## src/hw/rfio_consts.svh

```systemverilog
// Constants for the radio pin routing and bit-stream port.
// Operation
// - Six general-purpose pins, routed by two configs.
// - Continuous: code and mode pick each source.
// - Packet: pin 0 and pin 1 event sources.
// - Continuous: NRZ bits on data pin directly.
// - Continuous transmit drives bit clock on pin 1.
// - Transmit data captured on bit clock rise.
// - Synchronizer off: raw bits, no bit clock.
// - Synchronizer on: clean data, recovered clock.
// - Data changes on fall, sampled on rise.
// - Packet mode forces the synchronizer on.
// - Packet data passes through FIFO, not pin.
// - Packet engine handles framing inside the device.
// - FIFO usable over SPI in sleep, standby.
// - Full flag high only when all bytes held.
// - FIFO holds exactly 64 one-byte entries.
`ifndef RFIO_CONSTS_SVH
`define RFIO_CONSTS_SVH

`define RFIO_PIN_COUNT 6
`define RFIO_QUEUE_DEPTH 64
`define RFIO_QUEUE_AW 6
`define RFIO_BYTE_BITS 8

// Positions in the internal source vector fed to the pin router.
`define RFIO_S_PAYLOAD 0
`define RFIO_S_PKTDONE 1
`define RFIO_S_CRC 2
`define RFIO_S_MATCH 3
`define RFIO_S_LEADIN 4
`define RFIO_S_TXOK 5
`define RFIO_S_RXOK 6
`define RFIO_S_LOWFLAG 7
`define RFIO_S_LOCK 8
`define RFIO_S_SETTLED 9
`define RFIO_S_DIVIDED_CLOCK_OUT 10
`define RFIO_S_TIMEOUT 11
`define RFIO_S_QTHR 12
`define RFIO_S_QEMPTY 13
`define RFIO_S_QFULL 14
`define RFIO_S_DCLK 15
`define RFIO_S_DATA 16
`define RFIO_S_WIDTH 17

`endif

```

## src/hw/rfio_pkg.sv

```systemverilog
// Types shared by the radio pin routing block.
package rfio_pkg;

  // Chip mode, Gray coded along sleep, standby, synth, receive, transmit.
  typedef enum logic [2:0] {
    RFIO_MODE_SLEEP = 3'h0,
    RFIO_MODE_STDBY = 3'h1,
    RFIO_MODE_FS = 3'h3,
    RFIO_MODE_RX = 3'h2,
    RFIO_MODE_TX = 3'h6
  } rfio_mode_t;

endpackage : rfio_pkg

```

## src/hw/rfio_fifo.sv

```systemverilog
// Byte FIFO for the packet path with a registered read port.
`include "rfio_consts.svh"

module rfio_fifo (
  // Clock, reset and enable.
  input wire logic clk_i,
  input wire logic rst_i,
  input wire logic ce_i,
  // Write side.
  input wire logic wr_i,
  input wire logic [`RFIO_BYTE_BITS-1:0] wdata_i,
  // Read side.
  input wire logic rd_i,
  output logic [`RFIO_BYTE_BITS-1:0] rdata_o,
  // Fill level.
  output logic [`RFIO_QUEUE_AW:0] count_o
);

  logic [`RFIO_BYTE_BITS-1:0] mem_q [`RFIO_QUEUE_DEPTH];
  logic [`RFIO_QUEUE_AW-1:0] wptr_q;
  logic [`RFIO_QUEUE_AW-1:0] rptr_q;
  logic wr_ok;
  logic rd_ok;

  // Writes to a full queue and reads from an empty one are dropped.
  assign wr_ok = wr_i && (count_o != 7'(`RFIO_QUEUE_DEPTH));
  assign rd_ok = rd_i && (count_o != 7'h00);

  // Storage holds 64 bytes; no reset so it maps onto plain RAM.
  always_ff @(posedge clk_i)
  begin
    if (ce_i && wr_ok)
    begin
      mem_q[wptr_q] <= wdata_i;
    end
  end

  // Pointers, level and the registered read data.
  always_ff @(posedge clk_i or posedge rst_i)
  begin
    if (rst_i)
    begin
      wptr_q <= 6'h00;
      rptr_q <= 6'h00;
      count_o <= 7'h00;
      rdata_o <= 8'h00;
    end
    else if (ce_i)
    begin
      if (wr_ok)
        wptr_q <= wptr_q + 6'h01;
      if (rd_ok)
      begin
        rptr_q <= rptr_q + 6'h01;
        rdata_o <= mem_q[rptr_q];
      end
      if (wr_ok && !rd_ok)
        count_o <= count_o + 7'h01;
      else if (rd_ok && !wr_ok)
        count_o <= count_o - 7'h01;
    end
  end

endmodule : rfio_fifo

```

## src/hw/rfio_top.sv

```systemverilog
// Pin router, continuous bit-stream port and packet byte path.
`include "rfio_consts.svh"

module rfio_top (
  // Clock, reset and enable.
  input wire logic clk_i,
  input wire logic rst_i,
  input wire logic ce_i,
  // Configuration.
  input wire logic [7:0] pin_route_cfg_a_i,
  input wire logic [3:0] pin_route_cfg_b_i,
  input wire rfio_pkg::rfio_mode_t chip_mode_i,
  input wire logic packet_mode_i,
  input wire logic bitsync_en_i,
  input wire logic [5:0] queue_thresh_i,
  // Status sources from the rest of the chip.
  input wire logic rx_payload_avail_i,
  input wire logic tx_packet_done_i,
  input wire logic crc_good_i,
  input wire logic pattern_match_i,
  input wire logic lead_in_seen_i,
  input wire logic transmit_path_ok_i,
  input wire logic receive_path_ok_i,
  input wire logic supply_low_flag_i,
  input wire logic thermal_shift_flag_i,
  input wire logic synth_locked_i,
  input wire logic chip_mode_settled_i,
  input wire logic divided_clock_out_i,
  input wire logic timeout_i,
  // Bit timing and modem bits.
  input wire logic half_bit_tick_i,
  input wire logic demod_bit_i,
  output logic mod_bit_o,
  output logic mod_bit_stb_o,
  // SPI side of the FIFO.
  input wire logic spi_wr_i,
  input wire logic [7:0] spi_wdata_i,
  input wire logic spi_rd_i,
  output logic [7:0] spi_rdata_o,
  // Pins.
  output logic [5:0] gp_pin_o,
  input wire logic gp_pin_2_i,
  output logic gp_pin_2_oe_o,
  output logic bitsync_on_o
);

  logic is_rx;
  logic is_tx;
  logic sync_eff;
  logic clk_active;
  logic rise;
  logic fall;
  logic dclk_q;
  logic data_s1_q;
  logic data_s2_q;
  logic data_out_q;
  logic [7:0] sr_q;
  logic [3:0] cnt_q;
  logic have_q;
  logic load_q;
  logic sr_push;
  logic sr_pop;
  logic q_wr;
  logic q_rd;
  logic [7:0] q_wdata;
  logic [6:0] q_count;
  logic [`RFIO_S_WIDTH-1:0] src;
  logic [`RFIO_PIN_COUNT-1:0] pin_d;

  assign is_rx = (chip_mode_i == rfio_pkg::RFIO_MODE_RX);
  assign is_tx = (chip_mode_i == rfio_pkg::RFIO_MODE_TX);
  // Packet mode always runs the synchronizer, whatever software chose.
  assign sync_eff = packet_mode_i | bitsync_en_i;
  // The bit clock runs in transmit, and in receive only with the synchronizer.
  assign clk_active = is_tx | (is_rx & sync_eff);
  assign rise = ce_i & half_bit_tick_i & clk_active & !dclk_q;
  assign fall = ce_i & half_bit_tick_i & clk_active & dclk_q;

  // Returns the source of one pin for its code, the chip mode and data mode.
  function automatic logic route(input logic [2:0] p, input logic [1:0] c,
                                 input rfio_pkg::rfio_mode_t m, input logic pkt,
                                 input logic [`RFIO_S_WIDTH-1:0] s);
    logic rx;
    logic tx;
    logic act;
    rx = (m == rfio_pkg::RFIO_MODE_RX);
    tx = (m == rfio_pkg::RFIO_MODE_TX);
    act = rx | tx | (m == rfio_pkg::RFIO_MODE_FS);
    route = 1'b0;
    if (!pkt)
    begin
      case ({p, c})
        5'h00: route = (rx & s[`RFIO_S_MATCH]) | (tx & s[`RFIO_S_TXOK]);
        5'h01: route = rx & s[`RFIO_S_LEADIN];
        5'h02: route = (rx & s[`RFIO_S_RXOK]) | (tx & s[`RFIO_S_TXOK]);
        5'h04: route = (rx | tx) & s[`RFIO_S_DCLK];
        5'h05: route = rx & s[`RFIO_S_LEADIN];
        5'h08, 5'h09, 5'h0a, 5'h0b: route = s[`RFIO_S_DATA];
        5'h0c: route = rx & s[`RFIO_S_TIMEOUT];
        5'h0d: route = rx & s[`RFIO_S_LEADIN];
        5'h0f: route = s[`RFIO_S_LOWFLAG];
        5'h10: route = act & s[`RFIO_S_LOWFLAG];
        5'h11: route = act & s[`RFIO_S_LOCK];
        5'h12: route = rx & s[`RFIO_S_TIMEOUT];
        5'h13: route = s[`RFIO_S_SETTLED];
        5'h14: route = s[`RFIO_S_DIVIDED_CLOCK_OUT];
        5'h15: route = act & s[`RFIO_S_LOCK];
        5'h16: route = rx & s[`RFIO_S_LEADIN];
        5'h17: route = s[`RFIO_S_SETTLED];
        default: route = 1'b0;
      endcase
    end
    else
    begin
      case ({p, c})
        5'h00: route = (rx & s[`RFIO_S_PAYLOAD]) | (tx & s[`RFIO_S_PKTDONE]);
        5'h01: route = rx & s[`RFIO_S_CRC];
        5'h03: route = s[`RFIO_S_LOWFLAG];
        5'h04: route = s[`RFIO_S_QTHR];
        5'h05: route = s[`RFIO_S_QEMPTY];
        5'h06: route = s[`RFIO_S_QFULL];
        5'h08: route = s[`RFIO_S_QFULL];
        5'h09: route = rx & s[`RFIO_S_RXOK];
        5'h0a: route = rx ? s[`RFIO_S_TIMEOUT] : s[`RFIO_S_QFULL];
        5'h0b: route = rx ? s[`RFIO_S_MATCH] : s[`RFIO_S_QFULL];
        5'h0d: route = tx & s[`RFIO_S_TXOK];
        5'h0c, 5'h0e, 5'h0f: route = s[`RFIO_S_QEMPTY];
        5'h10: route = act & s[`RFIO_S_LOWFLAG];
        5'h11: route = act & s[`RFIO_S_LOCK];
        5'h12: route = rx & s[`RFIO_S_TIMEOUT];
        5'h13: route = rx & s[`RFIO_S_LEADIN];
        5'h14: route = s[`RFIO_S_DIVIDED_CLOCK_OUT];
        5'h15: route = act & s[`RFIO_S_LOCK];
        5'h17: route = s[`RFIO_S_SETTLED];
        default: route = 1'b0;
      endcase
    end
  endfunction : route

  // Gather every candidate source into one vector for the router.
  always_comb
  begin
    src = '0;
    src[`RFIO_S_PAYLOAD] = rx_payload_avail_i;
    src[`RFIO_S_PKTDONE] = tx_packet_done_i;
    src[`RFIO_S_CRC] = crc_good_i;
    src[`RFIO_S_MATCH] = pattern_match_i;
    src[`RFIO_S_LEADIN] = lead_in_seen_i;
    src[`RFIO_S_TXOK] = transmit_path_ok_i;
    src[`RFIO_S_RXOK] = receive_path_ok_i;
    src[`RFIO_S_LOWFLAG] = supply_low_flag_i | thermal_shift_flag_i;
    src[`RFIO_S_LOCK] = synth_locked_i;
    src[`RFIO_S_SETTLED] = chip_mode_settled_i;
    src[`RFIO_S_DIVIDED_CLOCK_OUT] = divided_clock_out_i;
    src[`RFIO_S_TIMEOUT] = timeout_i;
    src[`RFIO_S_QTHR] = (q_count > {1'b0, queue_thresh_i});
    src[`RFIO_S_QEMPTY] = (q_count == 7'h00);
    src[`RFIO_S_QFULL] = (q_count == 7'(`RFIO_QUEUE_DEPTH));
    src[`RFIO_S_DCLK] = dclk_q;
    src[`RFIO_S_DATA] = data_out_q;
  end

  // One router per pin; codes for pins 0-3 sit in config a, 4-5 in config b.
  genvar gi;
  generate
    for (gi = 0; gi < `RFIO_PIN_COUNT; gi++)
    begin : g_pin
      logic [1:0] code;
      if (gi < 4)
      begin : g_a
        assign code = pin_route_cfg_a_i[2*gi+1:2*gi];
      end
      else
      begin : g_b
        assign code = pin_route_cfg_b_i[2*(gi-4)+1:2*(gi-4)];
      end
      assign pin_d[gi] = route(3'(gi), code, chip_mode_i, packet_mode_i, src);
    end
  endgenerate

  // Registering every pin hides mux switching hazards from the outside.
  always_ff @(posedge clk_i or posedge rst_i)
  begin
    if (rst_i)
    begin
      gp_pin_o <= 6'h00;
      gp_pin_2_oe_o <= 1'b0;
      bitsync_on_o <= 1'b0;
    end
    else if (ce_i)
    begin
      gp_pin_o <= pin_d;
      // The data pin is an input only during continuous transmit.
      gp_pin_2_oe_o <= packet_mode_i | !is_tx;
      bitsync_on_o <= sync_eff;
    end
  end

  // Two-stage synchroniser for the data pin driven by the controller.
  always_ff @(posedge clk_i or posedge rst_i)
  begin
    if (rst_i)
    begin
      data_s1_q <= 1'b0;
      data_s2_q <= 1'b0;
    end
    else if (ce_i)
    begin
      data_s1_q <= gp_pin_2_i;
      data_s2_q <= data_s1_q;
    end
  end

  // Bit clock toggles on each half-bit tick while it is wanted, else low.
  always_ff @(posedge clk_i or posedge rst_i)
  begin
    if (rst_i)
      dclk_q <= 1'b0;
    else if (ce_i)
    begin
      if (!clk_active)
        dclk_q <= 1'b0;
      else if (half_bit_tick_i)
        dclk_q <= !dclk_q;
    end
  end

  // Receive data onto the pin: raw when unsynchronised, else on the fall.
  always_ff @(posedge clk_i or posedge rst_i)
  begin
    if (rst_i)
      data_out_q <= 1'b0;
    else if (ce_i && !packet_mode_i)
    begin
      if (is_rx && !sync_eff)
        data_out_q <= demod_bit_i;
      else if (fall && is_rx)
        data_out_q <= demod_bit_i;
    end
  end

  // Modulator bit: pin sample in continuous, FIFO byte MSB first in packet.
  always_ff @(posedge clk_i or posedge rst_i)
  begin
    if (rst_i)
    begin
      mod_bit_o <= 1'b0;
      mod_bit_stb_o <= 1'b0;
    end
    else if (ce_i)
    begin
      mod_bit_stb_o <= rise & is_tx;
      if (rise && is_tx)
      begin
        if (!packet_mode_i)
          mod_bit_o <= data_s2_q;
        else
          mod_bit_o <= have_q & sr_q[7];
      end
    end
  end

  // Packet shift register: deserialises in receive, serialises in transmit.
  assign sr_push = rise & is_rx & packet_mode_i & (cnt_q == 4'h7);
  assign sr_pop = ce_i & is_tx & packet_mode_i & !have_q & !load_q & (q_count != 7'h00);

  always_ff @(posedge clk_i or posedge rst_i)
  begin
    if (rst_i)
    begin
      sr_q <= 8'h00;
      cnt_q <= 4'h0;
      have_q <= 1'b0;
      load_q <= 1'b0;
    end
    else if (ce_i)
    begin
      load_q <= sr_pop;
      if (!packet_mode_i || !(is_rx || is_tx))
      begin
        cnt_q <= 4'h0;
        have_q <= 1'b0;
      end
      else if (is_rx && rise)
      begin
        sr_q <= {sr_q[6:0], demod_bit_i};
        cnt_q <= (cnt_q == 4'h7) ? 4'h0 : cnt_q + 4'h1;
      end
      else if (is_tx && load_q)
      begin
        sr_q <= spi_rdata_o;
        cnt_q <= 4'h8;
        have_q <= 1'b1;
      end
      else if (is_tx && rise && have_q)
      begin
        sr_q <= {sr_q[6:0], 1'b0};
        cnt_q <= cnt_q - 4'h1;
        have_q <= (cnt_q != 4'h1);
      end
    end
  end

  // Modem side writes the FIFO in packet receive and reads it in packet transmit; SPI has every other port.
  assign q_wr = (packet_mode_i & is_rx) ? sr_push : spi_wr_i;
  assign q_wdata = (packet_mode_i & is_rx) ? {sr_q[6:0], demod_bit_i} : spi_wdata_i;
  assign q_rd = (packet_mode_i & is_tx) ? sr_pop : (ce_i & spi_rd_i);

  rfio_fifo u_fifo (
    .clk_i(clk_i),
    .rst_i(rst_i),
    .ce_i(ce_i),
    .wr_i(q_wr),
    .wdata_i(q_wdata),
    .rd_i(q_rd),
    .rdata_o(spi_rdata_o),
    .count_o(q_count)
  );

endmodule : rfio_top
```

## config.mk

```make
export PLATFORM = sky130hd
export DESIGN_NAME = rfio_top
export DESIGN_NICKNAME = d
export VERILOG_FILES = /design/src/hw/rfio_pkg.sv /design/src/hw/rfio_fifo.sv /design/src/hw/rfio_top.sv
export VERILOG_INCLUDE_DIRS = /design/src /design/src/hw
export SDC_FILE = /design/constraint.sdc
export NUM_CORES = 1
export LEC_CHECK = 0
export BUFFER_PORTS_ARGS = -buffer_cell sky130_fd_sc_hd__buf_2
export CAP_MARGIN = 20
export CORE_ASPECT_RATIO = 1.75
export CORE_UTILIZATION = 40
export CTS_CLUSTER_DIAMETER = 120
export DETAILED_ROUTE_END_ITERATION = 7
export PLACE_DENSITY = 0.64
export RECOVER_POWER = 100
export SYNTH_ARGS = -nofsm -noshare
export SYNTH_HDL_FRONTEND = slang
export SYNTH_HIERARCHICAL = 1
export SYNTH_SLANG_ARGS = --single-unit
```

## constraint.sdc

```tcl
create_clock -name clk_i -period 4.2 [get_ports clk_i]
set_clock_uncertainty 0.1 [all_clocks]
set_input_delay 0.21 -clock clk_i [delete_from_list [all_inputs] [get_ports clk_i]]
set_output_delay 0.21 -clock clk_i [all_outputs]
set_load 0.005 [all_outputs]
```

==> flow_summary.json <==
{
  "coreArea_mm2": 0.0583,
  "drv_slew": 93,
  "ios": 70,
  "reg2reg_setup_slack_ps": 380,
  "first_pass_iters": 5,
  "critPathRequiredTime_ps": 4320,
  "period_needed_ps": 3850,
  "areaGrowthSynthToFinish_pct": 13.3,
  "grt_remaining_overflow": 0,
  "p_sw_share_pct": 30.4,
  "num_vias": 13100,
  "ys_seq_area_share_pct": 71.1,
  "synth_nets": 1452,
  "wl_per_cell_um": 24.3,
  "power.switching_mw": 4.53,
  "crit_chain": "dlygate4sd3_1 > clkbuf_1 > nor3b_2 > nand2_1 > o41ai_1 > o311a_1 > and2_0 > nand2_1 > nor2_1 > clkbuf_1",
  "cts.root.buffer_cell": "clkbuf_16",
  "async_flop_share_pct": 9.70,
  "htreeDepth": 2,
  "holdWs_ps": 24.7,
  "worstReg2RegEnd": "u_fifo/rdata_o[2]$_DFFE_PP0P_",
  "layout.cells.non_filler": 2365,
  "clkLatencyLatePin_ps": 580,
  "cts_made_buffers": 46,
  "violations": "capacitance limit, slew limit",
  "hold_start": "ce_i",
  "synth_area_leaders": "edfxtp_1, mux4_2, dfrtp_1",
  "synth_edf_count": 512,
  "diodes": 0,
  "hpwl_um": 38900,
  "reg2reg_from": "u_fifo/rptr_q[1]$_DFFE_PP0P_",
  "hp-class": "input port to flip-flop",
  "grt_pass1_vias": 13500,
  "slowest_stage": "dlygate4sd3_1",
  "drtIter0Drc": 926,
  "hold_viol": 0,
  "num_rows": 117,
  "grt_max_degree": 65,
  "wl_um": 57500,
  "combinationalPowerShare_pct": 25.9,
  "clk_pin_slew_ps": 70,
  "p_seq_share_pct": 46.6,
  "tritoncts": "built",
  "totalPowerFinal_mw": 14.9,
  "final_nets": 1627,
  "worst-setup-path-type": "input port to flip-flop",
  "slew_headroom_pct": -15.3,
  "cp_slowest_stage_delay_ps": 530,
  "die-area_mm2": 0.0600,
  "synth_cell_types": 78,
  "min_path_cells": 2,
  "netlist.top_cell.by_area": "edfxtp_1",
  "fin_setup_tns_ps": 0,
  "synth_seq_cells": 567,
  "grt_pass1_wl_um": 85100,
  "synth_flop_cell": "edfxtp_1",
  "cp_max_fo": 8,
  "nFillCells": 5094,
  "ctsLongestPathBuffers": 3,
  "drive_gt1_share_pct": 20.5,
  "fmax_mhz": 260,
  "place_congestion": 0.873,
  "start_util_pct": 40.5,
  "post-route-drc-count": 0,
  "drv_cap": 2,
  "syn_avg_cell_area_um2": 17.1,
  "synth_cells": 1382,
  "powerDensity_mw_per_mm2": 557,
  "regArea_mm2": 0.0168,
  "cts_setup_buffers": 0,
  "endpoint_kind": "flip-flop",
  "r2r_cells": 6,
  "worstPathArrival_ps": 3960,
  "startpoint_type": "input port",
  "worstMarginPinSlew_ps": 1730,
  "ant_nets": 0,
  "fin_crit_sh_pct": 91.6,
  "die_x_um": 186,
  "fp.dieH_um": 323,
  "placed_cells_incl_taps": 2261,
  "leakagePower_nw": 8.88,
  "cts_num_sinks": 567,
  "viasPerCell": 5.54,
  "ys.warnings.count": 6,
  "rsz0062_at_grt": "no",
  "gr-usage-all-layers_pct": 19.6,
  "grt_antenna_before_repair": 0,
  "ir_drop_mv": 0.302,
  "crit_path_start": "chip_mode_i[0]",
  "min_to": "gp_pin_2_oe_o$_DFFE_PP0P_",
  "synth_top_area_share_pct": 65.2,
  "p_clk_share_pct": 27.5,
  "status": "complete, but fails checks",
  "cts_resized": 0,
  "yosys-top-cells-count": "edfxtp_1, nor2_1, nand2_1",
  "setup_violations": 0,
  "internal_power_mw": 10.4,
  "netlist_area_mm2": 0.0236,
  "finalCoreUtilization_pct": 45.8,
  "multi_input_area_mm2": 0.00632,
  "synth_most_common_cell": "edfxtp_1",
  "place.port_buffers": 69
}
## worst max-delay path: cells and delay by family
| kind | cells | cell delay, ps |
|---|---|---|
| buffers and inverters | 3 | 1170 |
| AO/OA/AOI/OAI | 2 | 950 |
| AND/OR/NAND/NOR | 5 | 1620 |
## stage by stage
| stage | cell area (µm²) | worst slack [ps] |
|---|---|---|
| after floorplan | 23600 | 1000 |
| after global placement | 25400 | 569 |
| after global routing | 26700 | 192 |
| after detailed placement | 25400 | 521 |
| after CTS | 27000 | 550 |
| final | 26700 | 353 |
## kinds of logic after synthesis
logic type	synth area share (%)
xor gates and xnor gates	0.594
AOI/OAI and AO/OA	6.02
DFF	71.1
buffers and inverters	2.06
adders and majority gates	0.987
and+or+nand+nor	5.89
muxes	13.4
## final cells by class
class / instances / share of cell area, %
timing repair buffer: 200 / 4.37
multi-input combinational: 720 / 23.6
inverter: 22 / 0.309
clock buffer: 59 / 4.84
sequential: 567 / 62.7
clock inverter: 24 / 0.464
tap: 773 / 3.62
## state kept, by name, indices dropped and copies added, names as in the netlist, 4 cells and up
register and flops:
u_fifo/mem_q 512, gp_pin_o 6, u_fifo/rdata_o 8, cnt_q 4, u_fifo/rptr_q 6, u_fifo/wptr_q 6
sr_q 8, u_fifo/count_o 7
## metal layers
layer	part of all wire [%]	up-vias	GRT usage, %
met1	36	6715	21.7
li1	-	5826	-
met3	4.4	127	2.12
met2	53	423	35.9
met5	0	-	0
met4	5.8	0	11.1
## how the worst max path moves through the flow
stage | to | slack, ps | cells after the start
6_report | u_fifo/mem_q[59][6]$_DFFE_PP_ | 350 | 10
5_1_grt | u_fifo/mem_q[12][3]$_DFFE_PP_ | 190 | 10
4_1_cts | u_fifo/mem_q[22][3]$_DFFE_PP_ | 550 | 10
3_5_place_dp | u_fifo/mem_q[22][3]$_DFFE_PP_ | 520 | 9
3_3_place_gp | u_fifo/mem_q[22][0]$_DFFE_PP_ | 570 | 9
2_1_floorplan | u_fifo/count_o[5]$_DFFE_PP0P_ | 1000 | 14
## power by group through the flow
stage                     clock network [mW]  logic [mW]  registers (mW)
after floorplan                            0        2.98            6.66
after global placement                     0        3.84            7.05
after detailed placement                   0        3.89            7.06
after CTS                               4.20        3.92            6.94
after global routing                    4.37        4.10            6.99
final                                   4.10        3.85            6.94
## repair_timing
action | in CTS | in global routing
hold buffers | 21 | 0
endpoints found under the setup margin | 0 | 0
endpoints found under the hold margin | 64 | 0
## cells in the final DEF (no fill, tap or decap), types with 21 or more instances in the layout
| master | synthesis | layout |
|---|---|---|
| dfrtp_1 | 55 | 52 |
| buf_2 | 25 | 48 |
| o21ai_0 | 20 | 21 |
| nand2_1 | 92 | 96 |
| mux2_2 | 52 | 45 |
| clkbuf_1 | 24 | 75 |
| dlygate4sd3_1 | 0 | 21 |
| mux4_2 | 91 | 91 |
| mux2i_1 | 51 | 51 |
| buf_4 | 8 | 47 |
| edfxtp_1 | 512 | 512 |
| inv_1 | 21 | 21 |
| o22ai_1 | 24 | 24 |
| nor2_1 | 100 | 100 |
| clkbuf_16 | 0 | 49 |
(Power assumes the default switching activity.)
